**config.mk**
```make
export PLATFORM = sky130hd
export DESIGN_NAME = nlpt_top
export DESIGN_NICKNAME = d
export VERILOG_FILES = /design/src/nlpt_pkg.sv /design/src/nlpt_top.sv /design/src/nlpt_func_eval.sv
export SDC_FILE = /design/constraint.sdc
export NUM_CORES = 1
export LEC_CHECK = 0
export BUFFER_PORTS_ARGS = -buffer_cell sky130_fd_sc_hd__buf_4
export CAP_MARGIN = 25
export CORE_MARGIN = 2
export CORE_UTILIZATION = 50
export CTS_CLUSTER_SIZE = 30
export DETAILED_ROUTE_END_ITERATION = 10
export PLACE_DENSITY = 0.71
export REMOVE_ABC_BUFFERS = 1
export SLEW_MARGIN = 20
export SYNTH_ARGS = -nofsm -noshare
export SYNTH_HDL_FRONTEND = slang
export SYNTH_SLANG_ARGS = --single-unit
```
**constraint.sdc**
```tcl
create_clock -name ref_clk_i -period 2.1 [get_ports ref_clk_i]
set_clock_uncertainty 0.1 [all_clocks]
set_input_delay 0.21 -clock ref_clk_i [delete_from_list [all_inputs] [get_ports ref_clk_i]]
set_output_delay 0.21 -clock ref_clk_i [all_outputs]
set_load 0.03 [all_outputs]
```
**src/nlpt_pkg.sv**
```systemverilog
package nlpt_pkg;

    // ****************************************
    // Bus geometry
    // ****************************************
    localparam int APB_AW = 8; // Byte address width
    localparam int APB_DW = 32; // Data width

    // ****************************************
    // Register offsets (byte addresses)
    // ****************************************
    localparam logic [APB_AW-1:0] REG_CTRL = 8'h00; // Mode and filter enable
    localparam logic [APB_AW-1:0] REG_FILT = 8'h04; // Filter time in cycles
    localparam logic [APB_AW-1:0] REG_FA0 = 8'h08; // Function A, product 0
    localparam logic [APB_AW-1:0] REG_FA1 = 8'h0C; // Function A, product 1
    localparam logic [APB_AW-1:0] REG_FB0 = 8'h10; // Function B, product 0
    localparam logic [APB_AW-1:0] REG_FB1 = 8'h14; // Function B, product 1
    localparam logic [APB_AW-1:0] REG_STATE = 8'h18; // Live state, read only
    localparam logic [APB_AW-1:0] REG_ISTAT = 8'h1C; // Sticky events, write one to clear
    localparam logic [APB_AW-1:0] REG_IMASK = 8'h20; // Event mask, one enables

    // ****************************************
    // Control fields and reset values
    // ****************************************
    localparam int CTRL_W = 3; // Control register width
    localparam int CTRL_NESTED_BIT = 0; // One selects A-then-B mode
    localparam int CTRL_SEL_B_BIT = 1; // Active function outside nested mode
    localparam int CTRL_FILT_EN_BIT = 2; // Duration filter enable
    localparam logic [CTRL_W-1:0] CTRL_RST = 3'h0; // Single function A, filter off

    // State register fields
    localparam int ST_ARMED_BIT = 0; // Armed, waiting for B
    localparam int ST_GATE_BIT = 1; // Gate output level
    localparam int ST_TRACE_BIT = 2; // Monitor trace level

    // Event bits, shared by status and mask registers
    localparam int EV_W = 3; // Number of events
    localparam int EV_TRIG_BIT = 0; // Trigger pulse issued
    localparam int EV_ARM_BIT = 1; // Function A armed the block
    localparam int EV_ABORT_BIT = 2; // External reset while armed
    localparam logic [EV_W-1:0] EV_RST = 3'h0; // Status and mask reset

    // ****************************************
    // Timing
    // ****************************************
    localparam int CLK_MHZ = 40; // Sampling clock rate
    localparam int FILT_MAX_NS = 300; // Longest filter time
    localparam int FILT_W = 4; // Filter count width
    localparam logic [FILT_W-1:0] FILT_MAX_CYC = FILT_W'((FILT_MAX_NS * CLK_MHZ) / 1000);
    localparam logic [FILT_W-1:0] FILT_RST = 4'h0; // Filter off at reset

    // ****************************************
    // Product term configuration
    // ****************************************
    localparam int CHAN_N = 4; // Logic input channels
    localparam logic [1:0] EDGE_RISE = 2'h1; // Rising transition
    localparam logic [1:0] EDGE_FALL = 2'h2; // Falling transition
    localparam logic [1:0] EDGE_ANY = 2'h3; // Either transition

    typedef struct packed {
        logic [1:0] edge_dir; // Bits 13:12, rise/fall/either
        logic [1:0] edge_ch; // Bits 11:10, edge-sensitive channel
        logic edge_en; // Bit 9, one channel on its edge
        logic term_en; // Bit 8, product takes part
        logic [CHAN_N-1:0] inv; // Bits 7:4, invert channel level
        logic [CHAN_N-1:0] use_m; // Bits 3:0, channel takes part
    } nlpt_prod_t;

    localparam int PROD_W = 14; // Packed width of a product
    localparam nlpt_prod_t PROD_RST = '0; // Product disabled

    typedef struct packed {
        nlpt_prod_t p1; // Second product
        nlpt_prod_t p0; // First product
    } nlpt_func_t;

endpackage : nlpt_pkg

```
**src/nlpt_top.sv**
```systemverilog
`timescale 1ns/1ps
// What this block does
// - Products AND selected, optionally inverted channel levels
// - At most one edge channel per product
// - Function is OR of two products
// - Edge direction rising, falling or either
// - Nested: A arms, next B triggers
// - Filter: level function must persist filter time
// - Filter time programmable zero to 300 ns
// - Functions with an edge bypass filter
// - Gate rises when A arms
// - External reset returns armed block to idle
// - Gate falls with trigger on B
// - Two functions, either selectable outside nested

module nlpt_top import nlpt_pkg::*; (
    input wire logic ref_clk_i,
    input wire logic rst_b_i,
    // APB slave
    input wire logic psel_i,
    input wire logic penable_i,
    input wire logic pwrite_i,
    input wire logic [APB_AW-1:0] paddr_i,
    input wire logic [APB_DW-1:0] pwdata_i,
    output logic [APB_DW-1:0] prdata_o,
    output logic pready_o,
    output logic pslverr_o,
    // Logic pins of the system under test
    input wire logic [CHAN_N-1:0] chan_i,
    input wire logic ext_abort_i,
    // Outputs to downstream timing units
    output logic trig_o,
    output logic gate_o,
    output logic trigger_monitor_trace_o,
    output logic irq_o
);

    // ****************************************
    // Declarations
    // ****************************************
    typedef enum {ST_IDLE, ST_ARMED} nlpt_state_t;

    // Pin synchronisers
    logic [CHAN_N-1:0] chan_s1_d, chan_s1_q; // First stage, read only by second
    logic [CHAN_N-1:0] chan_s2_d, chan_s2_q; // Stable levels
    logic [CHAN_N-1:0] chan_pv_d, chan_pv_q; // Levels one cycle older, for edges
    logic abort_s1_d, abort_s1_q; // External reset, first stage
    logic abort_s2_d, abort_s2_q; // External reset, stable

    // Register file
    logic [CTRL_W-1:0] ctrl_d, ctrl_q; // Mode bits
    logic [FILT_W-1:0] filt_d, filt_q; // Filter time in cycles
    nlpt_func_t fa_d, fa_q; // Function A
    nlpt_func_t fb_d, fb_q; // Function B
    logic [EV_W-1:0] istat_d, istat_q; // Sticky events
    logic [EV_W-1:0] imask_d, imask_q; // Event mask
    logic [APB_DW-1:0] prdata_d, prdata_q; // Read data
    logic pready_d, pready_q; // Access phase answer
    logic pslverr_d, pslverr_q; // Unmapped address
    logic irq_d, irq_q; // Interrupt level

    // Sequencer
    nlpt_state_t state_d, state_q; // Idle or armed
    logic gate_d, gate_q; // Armed-interval gate
    logic trig_d, trig_q; // Trigger pulse
    logic trace_d, trace_q; // Monitor trace level
    logic [EV_W-1:0] ev; // Events this cycle

    // Decode helpers
    logic access; // Access phase in progress
    logic wr_en; // Write takes effect this edge
    logic rec_a, rec_b; // Recognitions of A and B
    logic qual_a, qual_b; // Qualified levels of A and B
    logic nested, sel_b, filt_en; // Control fields

    // ****************************************
    // Helper functions
    // ****************************************
    // Is the byte address one of ours
    function automatic logic addr_ok(input logic [APB_AW-1:0] a);
        case (a)
            REG_CTRL, REG_FILT, REG_FA0, REG_FA1, REG_FB0, REG_FB1,
            REG_STATE, REG_ISTAT, REG_IMASK: return 1'b1;
            default: return 1'b0;
        endcase
    endfunction : addr_ok

    // Product config from write data
    function automatic nlpt_prod_t prod_of(input logic [APB_DW-1:0] w);
        return nlpt_prod_t'(w[PROD_W-1:0]);
    endfunction : prod_of

    // Product config widened to a bus word
    function automatic logic [APB_DW-1:0] word_of(input nlpt_prod_t p);
        return {{(APB_DW-PROD_W){1'b0}}, p};
    endfunction : word_of

    // ****************************************
    // Pin synchronisers
    // ****************************************
    // Two stages before any logic looks at a pin
    always_comb begin
        chan_s1_d = chan_i;
        chan_s2_d = chan_s1_q;
        chan_pv_d = chan_s2_q;
        abort_s1_d = ext_abort_i;
        abort_s2_d = abort_s1_q;
    end

    // Synchroniser flops
    always_ff @(posedge ref_clk_i) begin
        if (!rst_b_i) begin
            chan_s1_q <= 4'h0;
            chan_s2_q <= 4'h0;
            chan_pv_q <= 4'h0;
            abort_s1_q <= 1'b0;
            abort_s2_q <= 1'b0;
        end else begin
            chan_s1_q <= chan_s1_d;
            chan_s2_q <= chan_s2_d;
            chan_pv_q <= chan_pv_d;
            abort_s1_q <= abort_s1_d;
            abort_s2_q <= abort_s2_d;
        end
    end

    // ****************************************
    // Function evaluators
    // ****************************************
    assign nested = ctrl_q[CTRL_NESTED_BIT];
    assign sel_b = ctrl_q[CTRL_SEL_B_BIT];
    assign filt_en = ctrl_q[CTRL_FILT_EN_BIT];

    // Function A
    nlpt_func_eval u_func_a (
        .ref_clk_i(ref_clk_i),
        .rst_b_i(rst_b_i),
        .lvl_i(chan_s2_q),
        .prev_i(chan_pv_q),
        .cfg_i(fa_q),
        .filt_en_i(filt_en),
        .filt_cyc_i(filt_q),
        .qual_o(qual_a),
        .recog_o(rec_a)
    );

    // Function B, same filter setting
    nlpt_func_eval u_func_b (
        .ref_clk_i(ref_clk_i),
        .rst_b_i(rst_b_i),
        .lvl_i(chan_s2_q),
        .prev_i(chan_pv_q),
        .cfg_i(fb_q),
        .filt_en_i(filt_en),
        .filt_cyc_i(filt_q),
        .qual_o(qual_b),
        .recog_o(rec_b)
    );

    // ****************************************
    // Trigger sequencer
    // ****************************************
    // Next state, gate, trigger and events
    always_comb begin
        state_d = state_q;
        gate_d = gate_q;
        trig_d = 1'b0;
        ev = EV_RST;
        if (abort_s2_q) begin
            // External reset wins over any recognition
            state_d = ST_IDLE;
            gate_d = 1'b0;
            ev[EV_ABORT_BIT] = (state_q == ST_ARMED);
        end else if (nested) begin
            case (state_q)
                ST_IDLE: begin
                    // A arms and opens the gate
                    if (rec_a) begin
                        state_d = ST_ARMED;
                        gate_d = 1'b1;
                        ev[EV_ARM_BIT] = 1'b1;
                    end
                end
                ST_ARMED: begin
                    // First B after arming fires and closes the gate
                    if (rec_b) begin
                        state_d = ST_IDLE;
                        gate_d = 1'b0;
                        trig_d = 1'b1;
                    end
                end
                default: begin
                    state_d = ST_IDLE;
                    gate_d = 1'b0;
                end
            endcase
        end else begin
            // Single function mode, selected function fires
            state_d = ST_IDLE;
            gate_d = 1'b0;
            trig_d = sel_b ? rec_b : rec_a;
        end
        ev[EV_TRIG_BIT] = trig_d;
        // Trace follows the function currently awaited
        if (nested) begin
            trace_d = (state_q == ST_ARMED) ? qual_b : qual_a;
        end else begin
            trace_d = sel_b ? qual_b : qual_a;
        end
    end

    // Sequencer flops; trigger lasts exactly one cycle in nested mode
    always_ff @(posedge ref_clk_i) begin
        if (!rst_b_i) begin
            state_q <= ST_IDLE;
            gate_q <= 1'b0;
            trig_q <= 1'b0;
            trace_q <= 1'b0;
        end else begin
            state_q <= state_d;
            gate_q <= gate_d;
            trig_q <= trig_d;
            trace_q <= trace_d;
        end
    end

    // ****************************************
    // APB slave and registers
    // ****************************************
    // One wait state: read data is latched in the first access cycle
    always_comb begin
        access = psel_i & penable_i;
        wr_en = access & pready_q & pwrite_i & addr_ok(paddr_i);
        pready_d = access & ~pready_q;
        pslverr_d = 1'b0;
        prdata_d = prdata_q;
        if (access && !pready_q) begin
            pslverr_d = ~addr_ok(paddr_i);
            case (paddr_i)
                REG_CTRL: prdata_d = {{(APB_DW-CTRL_W){1'b0}}, ctrl_q};
                REG_FILT: prdata_d = {{(APB_DW-FILT_W){1'b0}}, filt_q};
                REG_FA0: prdata_d = word_of(fa_q.p0);
                REG_FA1: prdata_d = word_of(fa_q.p1);
                REG_FB0: prdata_d = word_of(fb_q.p0);
                REG_FB1: prdata_d = word_of(fb_q.p1);
                REG_STATE: prdata_d = {29'h0, trace_q, gate_q, state_q == ST_ARMED};
                REG_ISTAT: prdata_d = {{(APB_DW-EV_W){1'b0}}, istat_q};
                REG_IMASK: prdata_d = {{(APB_DW-EV_W){1'b0}}, imask_q};
                default: prdata_d = 32'h0;
            endcase
        end
        ctrl_d = ctrl_q;
        filt_d = filt_q;
        fa_d = fa_q;
        fb_d = fb_q;
        imask_d = imask_q;
        istat_d = istat_q;
        if (wr_en) begin
            case (paddr_i)
                REG_CTRL: ctrl_d = pwdata_i[CTRL_W-1:0];
                // Longer settings clamp to the longest filter time
                REG_FILT: filt_d = (pwdata_i[FILT_W-1:0] > FILT_MAX_CYC) ? FILT_MAX_CYC : pwdata_i[FILT_W-1:0];
                REG_FA0: fa_d.p0 = prod_of(pwdata_i);
                REG_FA1: fa_d.p1 = prod_of(pwdata_i);
                REG_FB0: fb_d.p0 = prod_of(pwdata_i);
                REG_FB1: fb_d.p1 = prod_of(pwdata_i);
                REG_ISTAT: istat_d = istat_q & ~pwdata_i[EV_W-1:0];
                REG_IMASK: imask_d = pwdata_i[EV_W-1:0];
                default: ctrl_d = ctrl_q; // State register ignores writes
            endcase
        end
        // A new event beats a clear in the same cycle
        istat_d = istat_d | ev;
        irq_d = |(istat_q & imask_q);
    end

    // Register flops
    always_ff @(posedge ref_clk_i) begin
        if (!rst_b_i) begin
            ctrl_q <= CTRL_RST;
            filt_q <= FILT_RST;
            fa_q <= {PROD_RST, PROD_RST};
            fb_q <= {PROD_RST, PROD_RST};
            istat_q <= EV_RST;
            imask_q <= EV_RST;
            prdata_q <= 32'h0;
            pready_q <= 1'b0;
            pslverr_q <= 1'b0;
            irq_q <= 1'b0;
        end else begin
            ctrl_q <= ctrl_d;
            filt_q <= filt_d;
            fa_q <= fa_d;
            fb_q <= fb_d;
            istat_q <= istat_d;
            imask_q <= imask_d;
            prdata_q <= prdata_d;
            pready_q <= pready_d;
            pslverr_q <= pslverr_d;
            irq_q <= irq_d;
        end
    end

    // ****************************************
    // Outputs
    // ****************************************
    assign prdata_o = prdata_q;
    assign pready_o = pready_q;
    assign pslverr_o = pslverr_q;
    assign trig_o = trig_q;
    assign gate_o = gate_q;
    assign trigger_monitor_trace_o = trace_q;
    assign irq_o = irq_q;
endmodule : nlpt_top

```
**src/nlpt_func_eval.sv**
```systemverilog
`timescale 1ns/1ps

module nlpt_func_eval import nlpt_pkg::*; (
    input wire logic ref_clk_i,
    input wire logic rst_b_i,
    input wire logic [CHAN_N-1:0] lvl_i, // Synchronised levels, this cycle
    input wire logic [CHAN_N-1:0] prev_i, // Levels one cycle earlier
    input wire nlpt_func_t cfg_i, // Two product terms
    input wire logic filt_en_i, // Duration filter enable
    input wire logic [FILT_W-1:0] filt_cyc_i, // Required persistence in cycles
    output logic qual_o, // Qualified condition level
    output logic recog_o // One pulse per recognition
);

    // ****************************************
    // Product evaluation
    // ****************************************
    // AND of selected levels, one channel optionally on its edge
    function automatic logic prod_eval(input nlpt_prod_t c, input logic [CHAN_N-1:0] lv,
                                       input logic [CHAN_N-1:0] pv);
        logic [CHAN_N-1:0] m;
        logic rise;
        logic fall;
        logic ed;
        m = (lv ^ c.inv) | ~c.use_m;
        if (c.edge_en) begin
            m[c.edge_ch] = 1'b1; // Edge channel not taken on level
        end
        rise = lv[c.edge_ch] & ~pv[c.edge_ch];
        fall = ~lv[c.edge_ch] & pv[c.edge_ch];
        ed = ~c.edge_en | (c.edge_dir[0] & rise) | (c.edge_dir[1] & fall);
        return c.term_en & (&m) & ed;
    endfunction : prod_eval

    logic has_edge; // Function holds an edge term
    logic cond; // Raw function value
    logic qual; // Condition after the filter
    logic [FILT_W-1:0] cnt_d, cnt_q; // Persistence counter
    logic qual_d, qual_q; // Qualified level, registered
    logic recog_d, recog_q; // Recognition pulse

    // ****************************************
    // Condition and filter
    // ****************************************
    // Next values of counter and recognition
    always_comb begin
        has_edge = (cfg_i.p0.term_en & cfg_i.p0.edge_en) | (cfg_i.p1.term_en & cfg_i.p1.edge_en);
        cond = prod_eval(cfg_i.p0, lvl_i, prev_i) | prod_eval(cfg_i.p1, lvl_i, prev_i);
        // Counter clears the moment the condition drops
        if (!cond) begin
            cnt_d = FILT_RST;
        end else if (cnt_q < FILT_MAX_CYC) begin
            cnt_d = cnt_q + 4'h1;
        end else begin
            cnt_d = cnt_q; // Saturate at the longest time
        end
        // Edge functions skip the filter
        qual = cond & (has_edge | ~filt_en_i | (filt_cyc_i == FILT_RST) | (cnt_q >= filt_cyc_i));
        qual_d = qual;
        // Level functions give one pulse per true interval
        recog_d = qual & (has_edge | ~qual_q);
    end

    // Register stage
    always_ff @(posedge ref_clk_i) begin
        if (!rst_b_i) begin
            cnt_q <= FILT_RST;
            qual_q <= 1'b0;
            recog_q <= 1'b0;
        end else begin
            cnt_q <= cnt_d;
            qual_q <= qual_d;
            recog_q <= recog_d;
        end
    end

    assign qual_o = qual_q;
    assign recog_o = recog_q;
endmodule : nlpt_func_eval

```
==> flow_summary.yaml <==
floorplanning:
  rows: 40
  die_w_um: 115
  core_um2: 12100
  chipHeight_um: 115
  initial_core_util_pct: 51.2
  dieArea_um2: 13300
  io_pins: 88
placement:
  port-buffer-count: 51
  dp_hpwl_um: 12800
  globalplace.congestion: 0.980
  dp_slack_ps: 53.6
global_route:
  grt_max_degree: 40
  grt_pass1_wl_um: 28300
  grt_pass1_vias: 5530
  grt_usage_pct: 28.1
  overflow: 0
  antenna_found_initial: 0
final_layout:
  diodes: 0
  nets: 855
  area_growth_pct: 23.4
  drive_gt1_share_pct: 20.2
  nFillCells: 1031
  fin_util_pct: 63.2
synthesis:
  yosysWarnings: 0
  yosys.area_share.simple_pct: 23.2
  synthArstFlopShare_pct: 0
  yosysMostFrequentCell: "nand2_1"
  synth_top_family_by_area: "simple AND/OR/NAND/NOR gates"
  synth_mux_area_share_pct: 7.43
  synth_compound_area_share_pct: 20.1
  synthFlopType: "dfxtp_1"
  yosys_register_bits: 115
  synth_area_um2: 6180
  yosysSeqAreaShare_pct: 37.3
  avgSynthCellArea_um2: 8.57
  synthTopCellsByArea: "dfxtp_1 (37%), nand2_1 (9.8%), a21boi_0 (6.6%), mux2i_1 (3.2%), mux4_2 (2.9%)"
  netlist_instances: 721
  synth_edf_count: 0
  synth_xor_area_share_pct: 2.55
  ys_types: 65
  synth_top_area_cell: "dfxtp_1"
  synth_top_cell_area_share_pct: 37.3
  synth_fa_ha_area_share_pct: 2.02
  yosys-top-cells-count: "nand2_1 (161), dfxtp_1 (115), a21boi_0 (54)"
setup_path:
  crit_family: "compound AO/OA/AOI/OAI gates"
  cp_slowest_cell: "dfxtp_1"
  crit_required_ps: 2330
  arrival_ps: 2240
  cp_cell_sequence: "buf_4 -> mux2_2 -> o221a_2 -> o21ai_0 -> a32oi_1 -> buf_4 -> nor3b_1"
  worstSetupPathType: "register to register"
  crit_fanout: 6
  critPathLaunchType: "register"
  crit_path_end_kind: "register"
  crit_top_cell: "buf_4"
  slowest_delay_ps: 360
  cp_num_buf_inv: 2
clocking:
  cts.sinks: 115
  htreeDepth: 4
  cts_buffer_depth: 2
  clock-root-buffer: "clkbuf_16"
  post_cts_buffers: 0
  cts_made_buffers: 17
  cts_tree: "built"
  clk_latency_ps: 420
  path_clk_slew_ps: 50
pwr:
  p_per_area_nw_per_um2: 757
  leakage_nw: 2.73
  finalPower_mw: 5.78
  vdd_drop_max_mv: 0.627
worst_hold_path:
  hold_path.class: "input pin to register"
sta:
  tightest_slew_ps: 588
  hold_viol: 0
  finalMaxSlewViolations: 0
  rsz0062_at_grt: "false"
  clock.fmax_mhz: 497
  max-slew-margin-rel_pct: 60.4
  period_needed_ps: 2010
  worst_slack_ps: 88.4
  layout_worst_path_cycle_share_pct: 95.8
  fin_tns_setup_ps: 0
  setup_viol: 0
detailed_routing:
  routed_wl_um: 17800
  ant_nets: 0
  dr.pass1.iters: 5
  wl_per_cell_um: 18.2
  drcViolationCount: 0
  num_vias: 5645
  vias_per_cell: 5.78
  drtIter0Drc: 473
outcome:
  status: "completed"
flow_run:
  maxCapViolations: 0
## through the flow
stage               hold WS, ps  area [um^2]  instances
global placement            317         6770        926
CTS                        4.79         7620        976
global route               33.4         7630        976
finish                     21.7         7630        976
floorplan                   222         5860        667
detailed placement          320         6770        926
## placed cells by master, fill, tap and decap left out, types with 5 or more instances in the layout
master / count
xnor2_1: 17
nand2_1: 161
and4_1: 5
mux2i_1: 20
nand3_1: 16
o21ai_0: 17
nand2b_1: 7
dfxtp_1: 114
bufinv_16: 5
nor2_1: 25
a2bb2oi_1: 5
inv_1: 17
a21oi_1: 6
ha_1: 10
nand3b_1: 7
conb_1: 18
buf_4: 89
a22oi_1: 12
a31oi_1: 7
o211ai_1: 8
a21boi_1: 10
nor3_1: 8
nor3b_1: 6
dlygate4sd3_1: 18
a21boi_0: 54
clkbuf_16: 17
a21boi_2: 10
mux2_2: 7
mux4_2: 8
and2_1: 19
a21o_1: 6
nor2b_1: 12
## flip-flops by register name, summed over array words and instances (netlist names), 3 cells and up
name / count
fa_q: 28
fb_q: 28
prdata_o: 14
chan_pv_d: 4
chan_pv_q: 4
chan_s1_q: 4
filt_q: 4
u_func_a.cnt_q: 4
u_func_b.cnt_q: 4
ctrl_q: 3
imask_q: 3
istat_q: 3
## report_power, final
part / leakage [nW] / switching (mW) / total (mW) / internal, mW
clock: 0.327 / 1.00 / 3.23 / 2.22
sequential: 0.929 / 0.0112 / 2.21 / 2.20
combinational: 1.47 / 0.196 / 0.343 / 0.146
## timing repair
action | in CTS | in global routing
resized for setup | 0 | 3
endpoints found under the hold margin | 54 | 0
hold buffers | 18 | 0
setup endpoints to repair | 0 | 6
## layer usage
metal	global-route usage, %	part of all wire (%)
met1	33.5	41
met3	7.80	7.6
met5	0	0
met4	15.3	4.4
met2	46.2	47
## area by class of cell
cell class	instances	area, um^2	area share, %
clock buffers	23	488	6.40
repair buffers	109	888	11.6
multi-input cells	535	3500	45.8
well taps	168	210	2.76
inverters	17	63.8	0.837
clock inverters	9	174	2.28
flip-flops and latches	115	2310	30.2
## worst min-delay path, stage by stage
cell and delay (ps):
buf_4 160, nand2_1 60, a21boi_0 70
## kinds of logic (layout without fill, tap and decap cells)
kind of cell               after synthesis  count (layout)
buffers and inverters                   88             158
muxes                                   35              35
adders and majority gates               10              10
AOI/OAI and AO/OA                      163             163
DFF                                    115             115
and+or+nand+nor                        291             291
other                                    1              18
xor gates and xnor gates                18              18
## worst paths after layout
check | startpoint | to | slack [ps] | cells past startpoint
worst max-delay path | chan_pv_d[3] | u_func_a.cnt_q[3] | 90 | 7
worst min-delay path | pwdata_i[2] | fb_q[16] | 20 | 3
worst max register to register | chan_pv_d[3] | u_func_a.cnt_q[3] | 90 | 7
worst min register to register | chan_s1_q[1] | chan_pv_d[1] | 330 | 1
Note: power is estimated with default switching activity, not from simulation.
